==> src/sbd_pkg.sv <==
package sbd_pkg;
    // ------------------------------------------------------------
    // Masters and priorities
    // ------------------------------------------------------------
    localparam int NumMasters = 4;
    localparam int PrioWidth = 3;
    localparam int PrioStride = 4;
    localparam logic [15:0] PrioReset = 16'h3210;
    localparam logic [15:0] PrioMask = 16'h7777;
    localparam int CpuMaster = 0;

    // ------------------------------------------------------------
    // Address map
    // ------------------------------------------------------------
    localparam int RegionMsb = 31;
    localparam int RegionLsb = 28;
    localparam logic [3:0] RegionInternal = 4'h0;
    localparam logic [3:0] RegionExtFirst = 4'h1;
    localparam logic [3:0] RegionExtLast = 4'h8;
    localparam logic [3:0] RegionPeriph = 4'hF;
    localparam int SlotMsb = 27;
    localparam int SlotLsb = 20;
    localparam logic [7:0] SlotBoot = 8'h00;
    localparam logic [7:0] SlotRom = 8'h01;
    localparam logic [7:0] SlotSram = 8'h02;
    localparam logic [7:0] SlotHost = 8'h03;
    localparam logic [31:0] RomSize = 32'h0002_0000;
    localparam logic [31:0] SramSize = 32'h0000_4000;
    localparam logic [31:0] SlotSize = 32'h0010_0000;
    localparam logic [31:0] AreaSize = 32'h1000_0000;
    localparam int NumChipSel = 8;
    localparam int IntSelRom = 0;
    localparam int IntSelSram = 1;
    localparam int IntSelHost = 2;

    // ------------------------------------------------------------
    // Access encodings
    // ------------------------------------------------------------
    localparam logic [1:0] SizeByte = 2'h0;
    localparam logic [1:0] SizeHalf = 2'h1;
    localparam logic [1:0] SizeWord = 2'h2;
    localparam logic [1:0] TypeRead = 2'h0;
    localparam logic [1:0] TypeWrite = 2'h1;
    localparam logic [1:0] TypeFetch = 2'h2;

    // ------------------------------------------------------------
    // Abort status layout and boot capture
    // ------------------------------------------------------------
    localparam int StUndBit = 0;
    localparam int StMisBit = 1;
    localparam int StSizeLsb = 8;
    localparam int StTypeLsb = 10;
    localparam int StSrcLsb = 16;
    localparam int StStickyLsb = 24;
    localparam logic [1:0] BootHistHigh = 2'h3;

    function automatic logic [2:0] prio_of(logic [15:0] prio, int idx);
        return prio[idx*PrioStride +: PrioWidth];
    endfunction
endpackage

==> src/sbd_bus_controller.sv <==
`timescale 1ns/100ps
`default_nettype none
module sbd_bus_controller (
    input wire logic clock, // 50 MHz system clock
    input wire logic reset, // Synchronous, active high
    input wire logic clkEn, // Freezes all state when low
    input wire logic [3:0] masterReq, // Access requests per master
    input wire logic [31:0] cpuAddr, // Master 0 address
    input wire logic [1:0] cpuSize, // Master 0 size
    input wire logic [1:0] cpuType, // Master 0 type
    input wire logic [31:0] dmaAddr, // Master 1 address
    input wire logic [1:0] dmaSize, // Master 1 size
    input wire logic [1:0] dmaType, // Master 1 type
    input wire logic [31:0] usbAddr, // Master 2 address
    input wire logic [1:0] usbSize, // Master 2 size
    input wire logic [1:0] usbType, // Master 2 type
    input wire logic [31:0] ethAddr, // Master 3 address
    input wire logic [1:0] ethSize, // Master 3 size
    input wire logic [1:0] ethType, // Master 3 type
    input wire logic bootSelectPin, // Boot select strap
    input wire logic remapWrite, // Remap register write strobe
    input wire logic remapToggleBit, // Remap command data bit
    input wire logic priorityWrite, // Priority register write strobe
    input wire logic [15:0] priorityData, // Priority write data
    input wire logic statusRead, // Abort status read strobe
    input wire logic ebiRefreshIrq, // External-bus refresh error
    input wire logic [3:0] otherSysIrq, // Other system peripheral lines
    output logic [3:0] grantQ, // One-hot granted master
    output logic [31:0] memAddrQ, // Address passed to target
    output logic [1:0] accSizeQ, // Size passed to target
    output logic [1:0] accTypeQ, // Type passed to target
    output logic [7:0] chipSelQ, // External chip selects
    output logic periphSelQ, // Peripheral area select
    output logic [2:0] intSelQ, // ROM, SRAM, host slot selects
    output logic abortQ, // Abort to all masters
    output logic [31:0] abortStatusQ, // Abort status register
    output logic [31:0] abortAddrQ, // Abort address register
    output logic [15:0] masterPriorityQ, // Priority register
    output logic remapQ, // Remap state
    output logic bootRomQ, // Boot memory is the ROM
    output logic sysIrqQ // System interrupt source 1
);
    // ------------------------------------------------------------
    // Arbitration and decode
    // ------------------------------------------------------------
    logic [3:0] grantD;
    logic [31:0] selAddr;
    logic [1:0] selSize;
    logic [1:0] selType;
    logic [7:0] chipSel;
    logic periphSel;
    logic [2:0] intSel;
    logic [31:0] memAddr;
    logic undefAddr;
    logic misAddr;
    logic abortEv;
    logic [1:0] bootHistQ;
    logic srcFreshQ;

    sbd_arbiter arbiter (
        .masterReq(masterReq),
        .masterPrio(masterPriorityQ),
        .grant(grantD)
    );

    // Fixed master numbering drives the address mux
    always_comb begin
        selAddr = cpuAddr;
        selSize = cpuSize;
        selType = cpuType;
        unique case (1'b1)
            grantD[1]: begin
                selAddr = dmaAddr;
                selSize = dmaSize;
                selType = dmaType;
            end
            grantD[2]: begin
                selAddr = usbAddr;
                selSize = usbSize;
                selType = usbType;
            end
            grantD[3]: begin
                selAddr = ethAddr;
                selSize = ethSize;
                selType = ethType;
            end
            default: ;
        endcase
    end

    sbd_decoder decoder (
        .addr(selAddr),
        .size(selSize),
        .accType(selType),
        .fromCpu(grantD[sbd_pkg::CpuMaster]),
        .remapOn(remapQ),
        .bootRom(bootRomQ),
        .chipSel(chipSel),
        .periphSel(periphSel),
        .intSel(intSel),
        .memAddr(memAddr),
        .undefAddr(undefAddr),
        .misAddr(misAddr)
    );

    assign abortEv = (|grantD) && (undefAddr || misAddr);

    // ------------------------------------------------------------
    // Access outputs
    // ------------------------------------------------------------
    // An aborted access drives no select, so the target never sees it
    always_ff @(posedge clock) begin
        if (clkEn) begin
            if (reset) begin
                grantQ <= 4'h0;
                memAddrQ <= 32'h0000_0000;
                accSizeQ <= 2'h0;
                accTypeQ <= 2'h0;
                chipSelQ <= 8'h00;
                periphSelQ <= 1'b0;
                intSelQ <= 3'h0;
                abortQ <= 1'b0;
            end else begin
                grantQ <= grantD;
                memAddrQ <= memAddr;
                accSizeQ <= selSize;
                accTypeQ <= selType;
                chipSelQ <= abortEv ? 8'h00 : chipSel;
                periphSelQ <= periphSel && !abortEv;
                intSelQ <= abortEv ? 3'h0 : intSel;
                abortQ <= abortEv;
            end
        end
    end

    // ------------------------------------------------------------
    // Boot select, remap and priorities
    // ------------------------------------------------------------
    // History only samples the pin during reset, so the pin is free afterwards
    always_ff @(posedge clock) begin
        if (clkEn) begin
            if (reset) begin
                bootHistQ <= {bootHistQ[0], bootSelectPin};
                bootRomQ <= 1'b0;
            end else if (bootHistQ == sbd_pkg::BootHistHigh) begin
                bootRomQ <= 1'b1;
                bootHistQ <= 2'h0;
            end
        end
    end

    always_ff @(posedge clock) begin
        if (clkEn) begin
            if (reset) begin
                remapQ <= 1'b0;
            end else if (remapWrite && remapToggleBit) begin
                remapQ <= !remapQ;
            end
        end
    end

    always_ff @(posedge clock) begin
        if (clkEn) begin
            if (reset) begin
                masterPriorityQ <= sbd_pkg::PrioReset;
            end else if (priorityWrite) begin
                masterPriorityQ <= priorityData & sbd_pkg::PrioMask;
            end
        end
    end

    // ------------------------------------------------------------
    // Abort status
    // ------------------------------------------------------------
    // A shown abort is pushed into the sticky set only if software has
    // not read it yet; a new abort wins over a simultaneous read
    always_ff @(posedge clock) begin
        if (clkEn) begin
            if (reset) begin
                abortAddrQ <= 32'h0000_0000;
                abortStatusQ <= 32'h0000_0000;
                srcFreshQ <= 1'b0;
            end else begin
                if (abortEv) begin
                    abortAddrQ <= selAddr;
                    abortStatusQ[23:0] <= 24'h00_0000;
                    abortStatusQ[sbd_pkg::StUndBit] <= undefAddr;
                    abortStatusQ[sbd_pkg::StMisBit] <= misAddr;
                    abortStatusQ[sbd_pkg::StSizeLsb +: 2] <= selSize;
                    abortStatusQ[sbd_pkg::StTypeLsb +: 2] <= selType;
                    abortStatusQ[sbd_pkg::StSrcLsb +: 4] <= grantD;
                end
                abortStatusQ[sbd_pkg::StStickyLsb +: 4] <=
                    (statusRead ? 4'h0 :
                     abortStatusQ[sbd_pkg::StStickyLsb +: 4]) |
                    ((abortEv && srcFreshQ) ?
                     abortStatusQ[sbd_pkg::StSrcLsb +: 4] : 4'h0);
                srcFreshQ <= abortEv || (srcFreshQ && !statusRead);
            end
        end
    end

    // ------------------------------------------------------------
    // Interrupt pass-through
    // ------------------------------------------------------------
    always_ff @(posedge clock) begin
        if (clkEn) begin
            if (reset) begin
                sysIrqQ <= 1'b0;
            end else begin
                sysIrqQ <= ebiRefreshIrq ||
                    (|otherSysIrq);
            end
        end
    end

    logic prioOk;
    logic tieOk;
    always_comb begin
        prioOk = 1'b1;
        tieOk = 1'b1;
        for (int i = 0; i < sbd_pkg::NumMasters; i++) begin
            for (int w = 0; w < sbd_pkg::NumMasters; w++) begin
                if (grantD[w] && masterReq[i]) begin
                    if (sbd_pkg::prio_of(masterPriorityQ, i) >
                        sbd_pkg::prio_of(masterPriorityQ, w)) prioOk = 1'b0;
                    if (i < w && sbd_pkg::prio_of(masterPriorityQ, i) ==
                        sbd_pkg::prio_of(masterPriorityQ, w)) tieOk = 1'b0;
                end
            end
        end
    end
endmodule
`default_nettype wire

==> src/sbd_arbiter.sv <==
`timescale 1ns/100ps
`default_nettype none
module sbd_arbiter (
    input wire logic [3:0] masterReq, // Requests, bit n is master n
    input wire logic [15:0] masterPrio, // Priority fields
    output logic [3:0] grant // One-hot winner, zero when idle
);
    logic [2:0] bestPrio;
    logic found;

    // Ascending scan with strict compare keeps the lower index on a tie
    always_comb begin
        grant = 4'h0;
        bestPrio = 3'h0;
        found = 1'b0;
        for (int i = 0; i < sbd_pkg::NumMasters; i++) begin
            if (masterReq[i] &&
                (!found || sbd_pkg::prio_of(masterPrio, i) > bestPrio)) begin
                grant = 4'h0;
                grant[i] = 1'b1;
                bestPrio = sbd_pkg::prio_of(masterPrio, i);
                found = 1'b1;
            end
        end
    end
endmodule
`default_nettype wire

==> src/sbd_decoder.sv <==
`timescale 1ns/100ps
`default_nettype none
module sbd_decoder (
    input wire logic [31:0] addr, // Access address
    input wire logic [1:0] size, // Access size
    input wire logic [1:0] accType, // Read, write or fetch
    input wire logic fromCpu, // Access issued by master 0
    input wire logic remapOn, // SRAM shown in slot 0
    input wire logic bootRom, // Boot memory is the ROM
    output logic [7:0] chipSel, // External area selects
    output logic periphSel, // Peripheral area select
    output logic [2:0] intSel, // ROM, SRAM, host slot selects
    output logic [31:0] memAddr, // Address seen by target
    output logic undefAddr, // Undefined address
    output logic misAddr // Misaligned access
);
    logic [3:0] region;
    logic [7:0] slot;

    assign region = addr[sbd_pkg::RegionMsb:sbd_pkg::RegionLsb];
    assign slot = addr[sbd_pkg::SlotMsb:sbd_pkg::SlotLsb];

    always_comb begin
        misAddr = 1'b0;
        if (!(fromCpu && accType == sbd_pkg::TypeFetch)) begin
            if (size == sbd_pkg::SizeWord) misAddr = |addr[1:0];
            if (size == sbd_pkg::SizeHalf) misAddr = addr[0];
        end
    end

    always_comb begin
        chipSel = 8'h00;
        periphSel = 1'b0;
        intSel = 3'h0;
        undefAddr = 1'b0;
        memAddr = addr & (sbd_pkg::AreaSize - 32'h1);
        if (region == sbd_pkg::RegionInternal) begin
            memAddr = addr & (sbd_pkg::SlotSize - 32'h1);
            unique case (slot)
                sbd_pkg::SlotBoot: begin
                    if (remapOn) begin
                        intSel[sbd_pkg::IntSelSram] = 1'b1;
                        memAddr = addr & (sbd_pkg::SramSize - 32'h1);
                    end else if (bootRom) begin
                        intSel[sbd_pkg::IntSelRom] = 1'b1;
                        memAddr = addr & (sbd_pkg::RomSize - 32'h1);
                    end else begin
                        chipSel[0] = 1'b1;
                    end
                end
                sbd_pkg::SlotRom: begin
                    intSel[sbd_pkg::IntSelRom] = 1'b1;
                    memAddr = addr & (sbd_pkg::RomSize - 32'h1);
                end
                sbd_pkg::SlotSram: begin
                    intSel[sbd_pkg::IntSelSram] = 1'b1;
                    memAddr = addr & (sbd_pkg::SramSize - 32'h1);
                end
                sbd_pkg::SlotHost: intSel[sbd_pkg::IntSelHost] = 1'b1;
                default: undefAddr = 1'b1;
            endcase
        end else if (region == sbd_pkg::RegionPeriph) begin
            periphSel = 1'b1;
        end else if (region >= sbd_pkg::RegionExtFirst &&
                     region <= sbd_pkg::RegionExtLast) begin
            chipSel[3'(region - sbd_pkg::RegionExtFirst)] = 1'b1;
        end else begin
            undefAddr = 1'b1;
        end
    end
endmodule
`default_nettype wire

==> config.mk <==
export PLATFORM = sky130hd
export DESIGN_NAME = sbd_bus_controller
export DESIGN_NICKNAME = d
export VERILOG_FILES = /design/src/sbd_pkg.sv /design/src/sbd_bus_controller.sv /design/src/sbd_arbiter.sv /design/src/sbd_decoder.sv
export SDC_FILE = /design/constraint.sdc
export NUM_CORES = 1
export LEC_CHECK = 0
export ABC_AREA = 1
export BUFFER_PORTS_ARGS = -buffer_cell sky130_fd_sc_hd__clkbuf_2
export CORE_ASPECT_RATIO = 1.25
export CORE_UTILIZATION = 35
export DETAILED_ROUTE_END_ITERATION = 6
export SYNTH_ARGS = -nofsm -noshare
export SYNTH_HDL_FRONTEND = slang
export SYNTH_SLANG_ARGS = --single-unit
==> constraint.sdc <==
create_clock -name clock -period 8.8 [get_ports clock]
set_input_delay 1.32 -clock clock [delete_from_list [all_inputs] [get_ports clock]]
set_output_delay 1.32 -clock clock [all_outputs]
set_load 0.005 [all_outputs]
# Word level (Yosys, flattened, before mapping)

Index checks and enable logic that the tools add are counted.

Magnitude comparators: 7
Bitwise logic cells: 3
Reduce and logical (&&, ||, !) cells: 41
Muxes and demuxes: 49
$add $sub $neg: 1
Equality and inequality tests: 8

Operators with widths:

| cell                                                                   | number |
|---|---|
| 32-bit case mux with 3 select lines                                    | 1 |
| 20-bit 2-to-1 mux                                                      | 3 |
| 20-bit case mux with 3 select lines                                    | 1 |
| 32-bit 2-to-1 mux                                                      | 1 |
| 28-bit 2-to-1 mux                                                      | 1 |
| 1-bit 2-to-1 mux                                                       | 26 |
| 4-bit 2-to-1 mux                                                       | 5 |
| 8-bit by 2-bit equality test with 1-bit output (second input constant) | 2 |
| 15-bit 2-to-1 mux                                                      | 1 |
| 2-bit case mux with 3 select lines                                     | 2 |
| 4-bit OR reduction                                                     | 3 |
| 1-bit logical AND                                                      | 11 |
| 3-bit > comparator                                                     | 3 |
| 3-bit 2-to-1 mux                                                       | 3 |
| 8-bit by 1-bit equality test with 1-bit output (second input constant) | 1 |
| 8-bit logical NOT                                                      | 1 |
| 2-bit AND reduction                                                    | 4 |
| 2-bit nonzero test                                                     | 4 |
| 2-bit equality test (second input constant)                            | 3 |
| 1-bit logical NOT                                                      | 6 |
| 1-bit logical OR                                                       | 6 |
| 2-bit OR reduction                                                     | 3 |
| 5-bit OR reduction                                                     | 1 |
| 4-bit equality test (second input constant)                            | 1 |
| other kinds (13)                                                       | 16 |

Register bits after elaboration: 117
Output and inout bits: 136
Word-level logic and storage cells: 128

# Logic depth before layout (Yosys ltp)

Word-level depth: 24
Gate-level depth with buffers: 43
Depth with buffers taken out: 40

# Hierarchy

Synthesis repeated with hierarchy kept, for this count alone.

Cell total of the unflattened synthesis: 775
Area total of the unflattened synthesis: 6580.1 µm²

By module, submodules not included:

| module             | seq. area each (µm²) | area an instance (µm²) | instances | cells each |
|---|---|---|---|---|
| sbd_bus_controller | 3513.4               | 5547.8                 | 1         | 581 |
| sbd_decoder        | 0.0                  | 650.6                  | 1         | 123 |
| sbd_arbiter        | 0.0                  | 381.6                  | 1         | 71 |

# Least setup slack after synthesis

Ideal clock, no wire load.

Path type: input-to-reg
Start point: input masterReq[0]
End point: register abortAddrQ[0] (enable)
Setup slack: 0.756 ns
Cell stages on the path: 36
Arrival: 7.588 ns
Buffers on the path: 3
Path through: nand2_1 ha_1 a21oi_1 nand2_1 nand2_1 nand2_1 nand2_2 buf_4 nand2_1 o21ai_0 ha_1 a21oi_1 nand2_1 nand2_2 nand2_2 nand2_4 buf_6 nand2_1 o21ai_0 ha_1 a21oi_1 nand2_1 nand2_1 nand2_2 nand2_4 inv_4 buf_6 a22o_1 a221oi_1 ha_1 nand4_2 nor2_4 nand2_2 nand3_4 nand2_4 a21oi_1

Longest elaborated chain between the ends: 23
Elaborated cells on any way between the ends: 52

RTL lines:

| what                                                           | RTL line                  | text |
|---|---|---|
| start, declared                                                | sbd_bus_controller.sv:7   | `input wire logic [3:0] masterReq,` |
| 3-bit 2-to-1 mux / 1-bit 2-to-1 mux (equally long branches)    | sbd_arbiter.sv:17         | `if (masterReq[i] &&` |
| 3-bit > comparator / 1-bit logical NOT (equally long branches) | sbd_arbiter.sv:18         | `(!found \|\| sbd_pkg::prio_of(masterPrio, i) > bestPrio)) begin` |
| 1-bit logical OR                                               | sbd_arbiter.sv:18         |  |
| 1-bit logical AND                                              | sbd_arbiter.sv:17         |  |
| 3-bit 2-to-1 mux / 1-bit 2-to-1 mux (equally long branches)    | sbd_arbiter.sv:17         |  |
| 3-bit > comparator / 1-bit logical NOT (equally long branches) | sbd_arbiter.sv:18         |  |
| 1-bit logical OR                                               | sbd_arbiter.sv:18         |  |
| 1-bit logical AND                                              | sbd_arbiter.sv:17         |  |
| [... 7 more ...]                                               | -                         |  |
| 1-bit logical AND                                              | sbd_decoder.sv:64         | `end else if (region >= sbd_pkg::RegionExtFirst &&` |
| 1-bit 2-to-1 mux                                               | sbd_decoder.sv:64         |  |
| 1-bit 2-to-1 mux                                               | sbd_decoder.sv:62         | `end else if (region == sbd_pkg::RegionPeriph) begin` |
| 1-bit 2-to-1 mux                                               | sbd_decoder.sv:37         | `if (region == sbd_pkg::RegionInternal) begin` |
| 1-bit logical OR                                               | sbd_bus_controller.sv:106 | `assign abortEv = (\|grantD) && (undefAddr \|\| misAddr);` |
| 1-bit logical AND (*)                                          | sbd_bus_controller.sv:106 |  |
| 2-bit nonzero test (no source line) (*)                        | -                         |  |
| 2-bit AND reduction (no source line) (*)                       | -                         |  |
| end signal, assigned                                           | sbd_bus_controller.sv:185 | `abortAddrQ <= selAddr;` |
| end, declared                                                  | sbd_bus_controller.sv:37  | `output logic [31:0] abortAddrQ,` |

Every way passes the cells marked *; elsewhere a longest branch is shown, timed or not.
A chain may end at the register's enable or synchronous reset.

# Worst setup path in the final report

Start point: input masterReq[0]
End point: register abortAddrQ[15] (enable)

Same word-level chain as after synthesis.

==> qor.txt <==
status: finished, final reports clean
Hold Vio Cnt, Final: 0
Nets: 1102
Ports: 313
Final setup viols: 0
multiplexer area fraction after synthesis: 0%
Syn Std Cell Area: 6043 µm²
Core Util, Final: 48.74%
vias per cell: 4.690
first-pass GRT wire length: 28280 µm
most used cells in the layout excluding fill and tap cells: clkbuf_2 (282), nand2_1 (170), edfxtp_1 (113)
syn_area_per_cell: 9.608 µm²
normalized max-slew margin: 37.60%
CTS Buffer Depth: 2
Final Skew: 0.01470 ns
Area Overhead vs Synth: 35.84%
Detailed Route WL: 19030 µm
Final GP Congestion: 0.7964
Setup crit start kind: primary input
dpl cells: 1114
Setup CP Type: primary input to flip-flop
total gr overflow: 0
Initial Utilization: 35.88%
H-Tree Level Count: 4
hold depth: 2
post-synthesis adder-cell area fraction: 2.484%
worst r2r path cells: 33
RSZ-0062 raised after global routing: false
max frequency: 140.7 MHz
distinct cell type count after synthesis: 41
vias: 5379
register area share after synthesis: 56.15%
row count: 53
die area: 17800 µm²
r2r setup slk: 2.41 ns
routed len/inst: 16.59 µm
Setup crit end kind: flip-flop
hold path startpoint: bootHistQ[0]$_SDFFCE_PN0P_
Synth area leader: edfxtp_1
fin worst setup slack: 1.694 ns
top-area cell type share of the netlist area: 56.15%
actual slew at the worst max-slew pin: 0.9326 ns
P_leak: 3.964 nW
root buffer cell: clkbuf_16
Max FO, Critical Path: 36
worst r2r src: masterPriorityQ[6]$_SDFFCE_PP0P_
Max Cap Violations: 0
# DRC: 0
post-synthesis compound-gate area fraction: 6.998%
Max stage delay on crit path: 0.56 ns
minimum clock period: 7.106 ns
Worst Path Arrival: 7.19 ns
drt pass-1 iters: 5
input/output buffers: 282
Tot GR Track Use: 21.90%
Cell Pwr Density: 245.4 nW/µm²
CTS sink cnt: 113
Worst Hold Path EP: bootHistQ[1]$_SDFFCE_PN0P_
fin cells: 1147
Clock Pin Slew Worst Setup and Hold Paths: 0.05 ns
clk_lat worst skew: 0.42 ns
Post-Synth XOR/XNOR Area: 0%
HP Class: flip-flop to flip-flop
Mapped Cells: 629
ANT nets after route: 0
RR Endpoint: abortAddrQ[15]$_SDFFCE_PP0P_
Max VDD drop: 0.1213 mV
CP required: 8.88 ns
DP Wirelength: 14020 µm
Overall Power: 2.015 mW
total core area: 16840 µm²
# resized after CTS: 0
Synth Area in Simple Gates: 24.55%
initial antenna violation count: 1
layout cells sized above 1: 39.52%
Final Max Slew Viols: 0
vias in the first global route: 5103
die width: 119.5 µm
pin count of the biggest net entering global routing: 57
First DRT Iteration DRCs: 320
Ys Warns: 0
slowest cell on the critical path: a221oi_1
most common cell after layout, fill and taps aside: clkbuf_2
crit-path most repeated cell: nand2_1
Yosys reg bits: 113
die extent in y: 148.9 µm
CTS tree: done
Post-CTS Setup Inserts: 0
Fin Setup TNS: 0 ns
Synth area leaders: edfxtp_1 (56%), nand2_1 (11%), inv_1 (3.9%)
# hold bufs at CTS: 0
period utilisation layout: 80.75%
CTS Buf Count: 17
largest family of logic cells by synthesized area: simple AND/OR/NAND/NOR gates
pre-CTS setup slack: 1.222 ns
## synthesized netlist by cell type, drive strengths merged
master / instances
a31oi: 1
or4: 1
conb: 1
clkbuf: 8
clkinv: 1
edfxtp: 113
buf: 41
a221oi: 8
a21oi: 18
nand4: 9
nand2: 183
nor3: 3
ha: 12
a22oi: 1
o2111ai: 1
a41oi: 12
inv: 69
o21ai: 23
nand3: 39
nand3b: 3
a22o: 1
or2: 6
nor2: 75
## final cells by class
cell class                 count  area (µm²)
tap                          220       275.3
fill                        1634        8635
antenna                        1       2.502
sequential                   113        3393
clock inverter                13       210.2
multi-input combinational    422        2166
inverter                      70       265.3
clock buffer                  19       432.9
timing repair buffer         289        1464
## stage by stage
| step | area, µm² | hold WS (ns) |
|---|---|---|
| after floorplan | 6137 | 0.5071 |
| after global placement | 7564 | 0.5192 |
| after detailed placement | 7564 | 0.5266 |
| after CTS | 8207 | 0.5403 |
| after global routing | 8207 | 0.5712 |
| final | 8209 | 0.5377 |
## power by group
| part | internal [mW] | total (mW) | leakage (nW) | switching [mW] |
|---|---|---|---|---|
| clock network | 0.503 | 0.752 | 0.308 | 0.249 |
| registers | 0.693 | 0.716 | 1.16 | 0.0237 |
| logic | 0.185 | 0.547 | 2.50 | 0.362 |
| total | 1.38 | 2.01 | 3.96 | 0.634 |
## cell families (layout without fill, tap and decap cells)
| logic type | Yosys count | count (layout) |
|---|---|---|
| buffers and inverters | 119 | 391 |
| other | 1 | 27 |
| flip-flops | 113 | 113 |
| AND/OR/NAND/NOR | 319 | 319 |
| adder cells (fa/ha/maj) | 12 | 12 |
| AO/OA/AOI/OAI | 65 | 65 |
## registers in the layout, indices dropped and copies added (netlist names), 2 cells and up
name / cells
bootHistQ: 2
accSizeQ: 2
grantQ: 4
abortStatusQ: 14
accTypeQ: 2
intSelQ: 3
memAddrQ: 28
abortAddrQ: 32
chipSelQ: 8
masterPriorityQ: 12
## per-layer routing
metal | GRT usage, % | up-vias | routed length [µm]
met5 | 0 | - | 0
met3 | 5.581 | 24 | 1257
li1 | - | 2630 | -
met2 | 39.77 | 243 | 9898
met4 | 7.625 | 0 | 318
met1 | 24.72 | 2482 | 7558
## worst max-delay path by stage
stage / start / cells past startpoint / slack [ns] / end
finish: masterReq[0] / 35 / 1.69 / abortAddrQ[15]$_SDFFCE_PP0P_
global route: masterReq[0] / 34 / 1.12 / abortAddrQ[4]$_SDFFCE_PP0P_
CTS: masterReq[0] / 35 / 1.63 / abortAddrQ[15]$_SDFFCE_PP0P_
detailed placement: masterReq[0] / 35 / 1.22 / abortAddrQ[11]$_SDFFCE_PP0P_
global placement: masterReq[0] / 35 / 1.28 / abortAddrQ[11]$_SDFFCE_PP0P_
floorplan: masterReq[0] / 36 / 0.76 / abortAddrQ[0]$_SDFFCE_PP0P_
## worst max-delay path: cells and delay by family
family	cells	cell delay [ns]
AO/OA/AOI/OAI	7	1.50
adder cells (fa/ha/maj)	4	1.26
buffers and inverters	3	0.93
AND/OR/NAND/NOR	21	2.16
No activity file was read; power rests on OpenSTA's default activity.
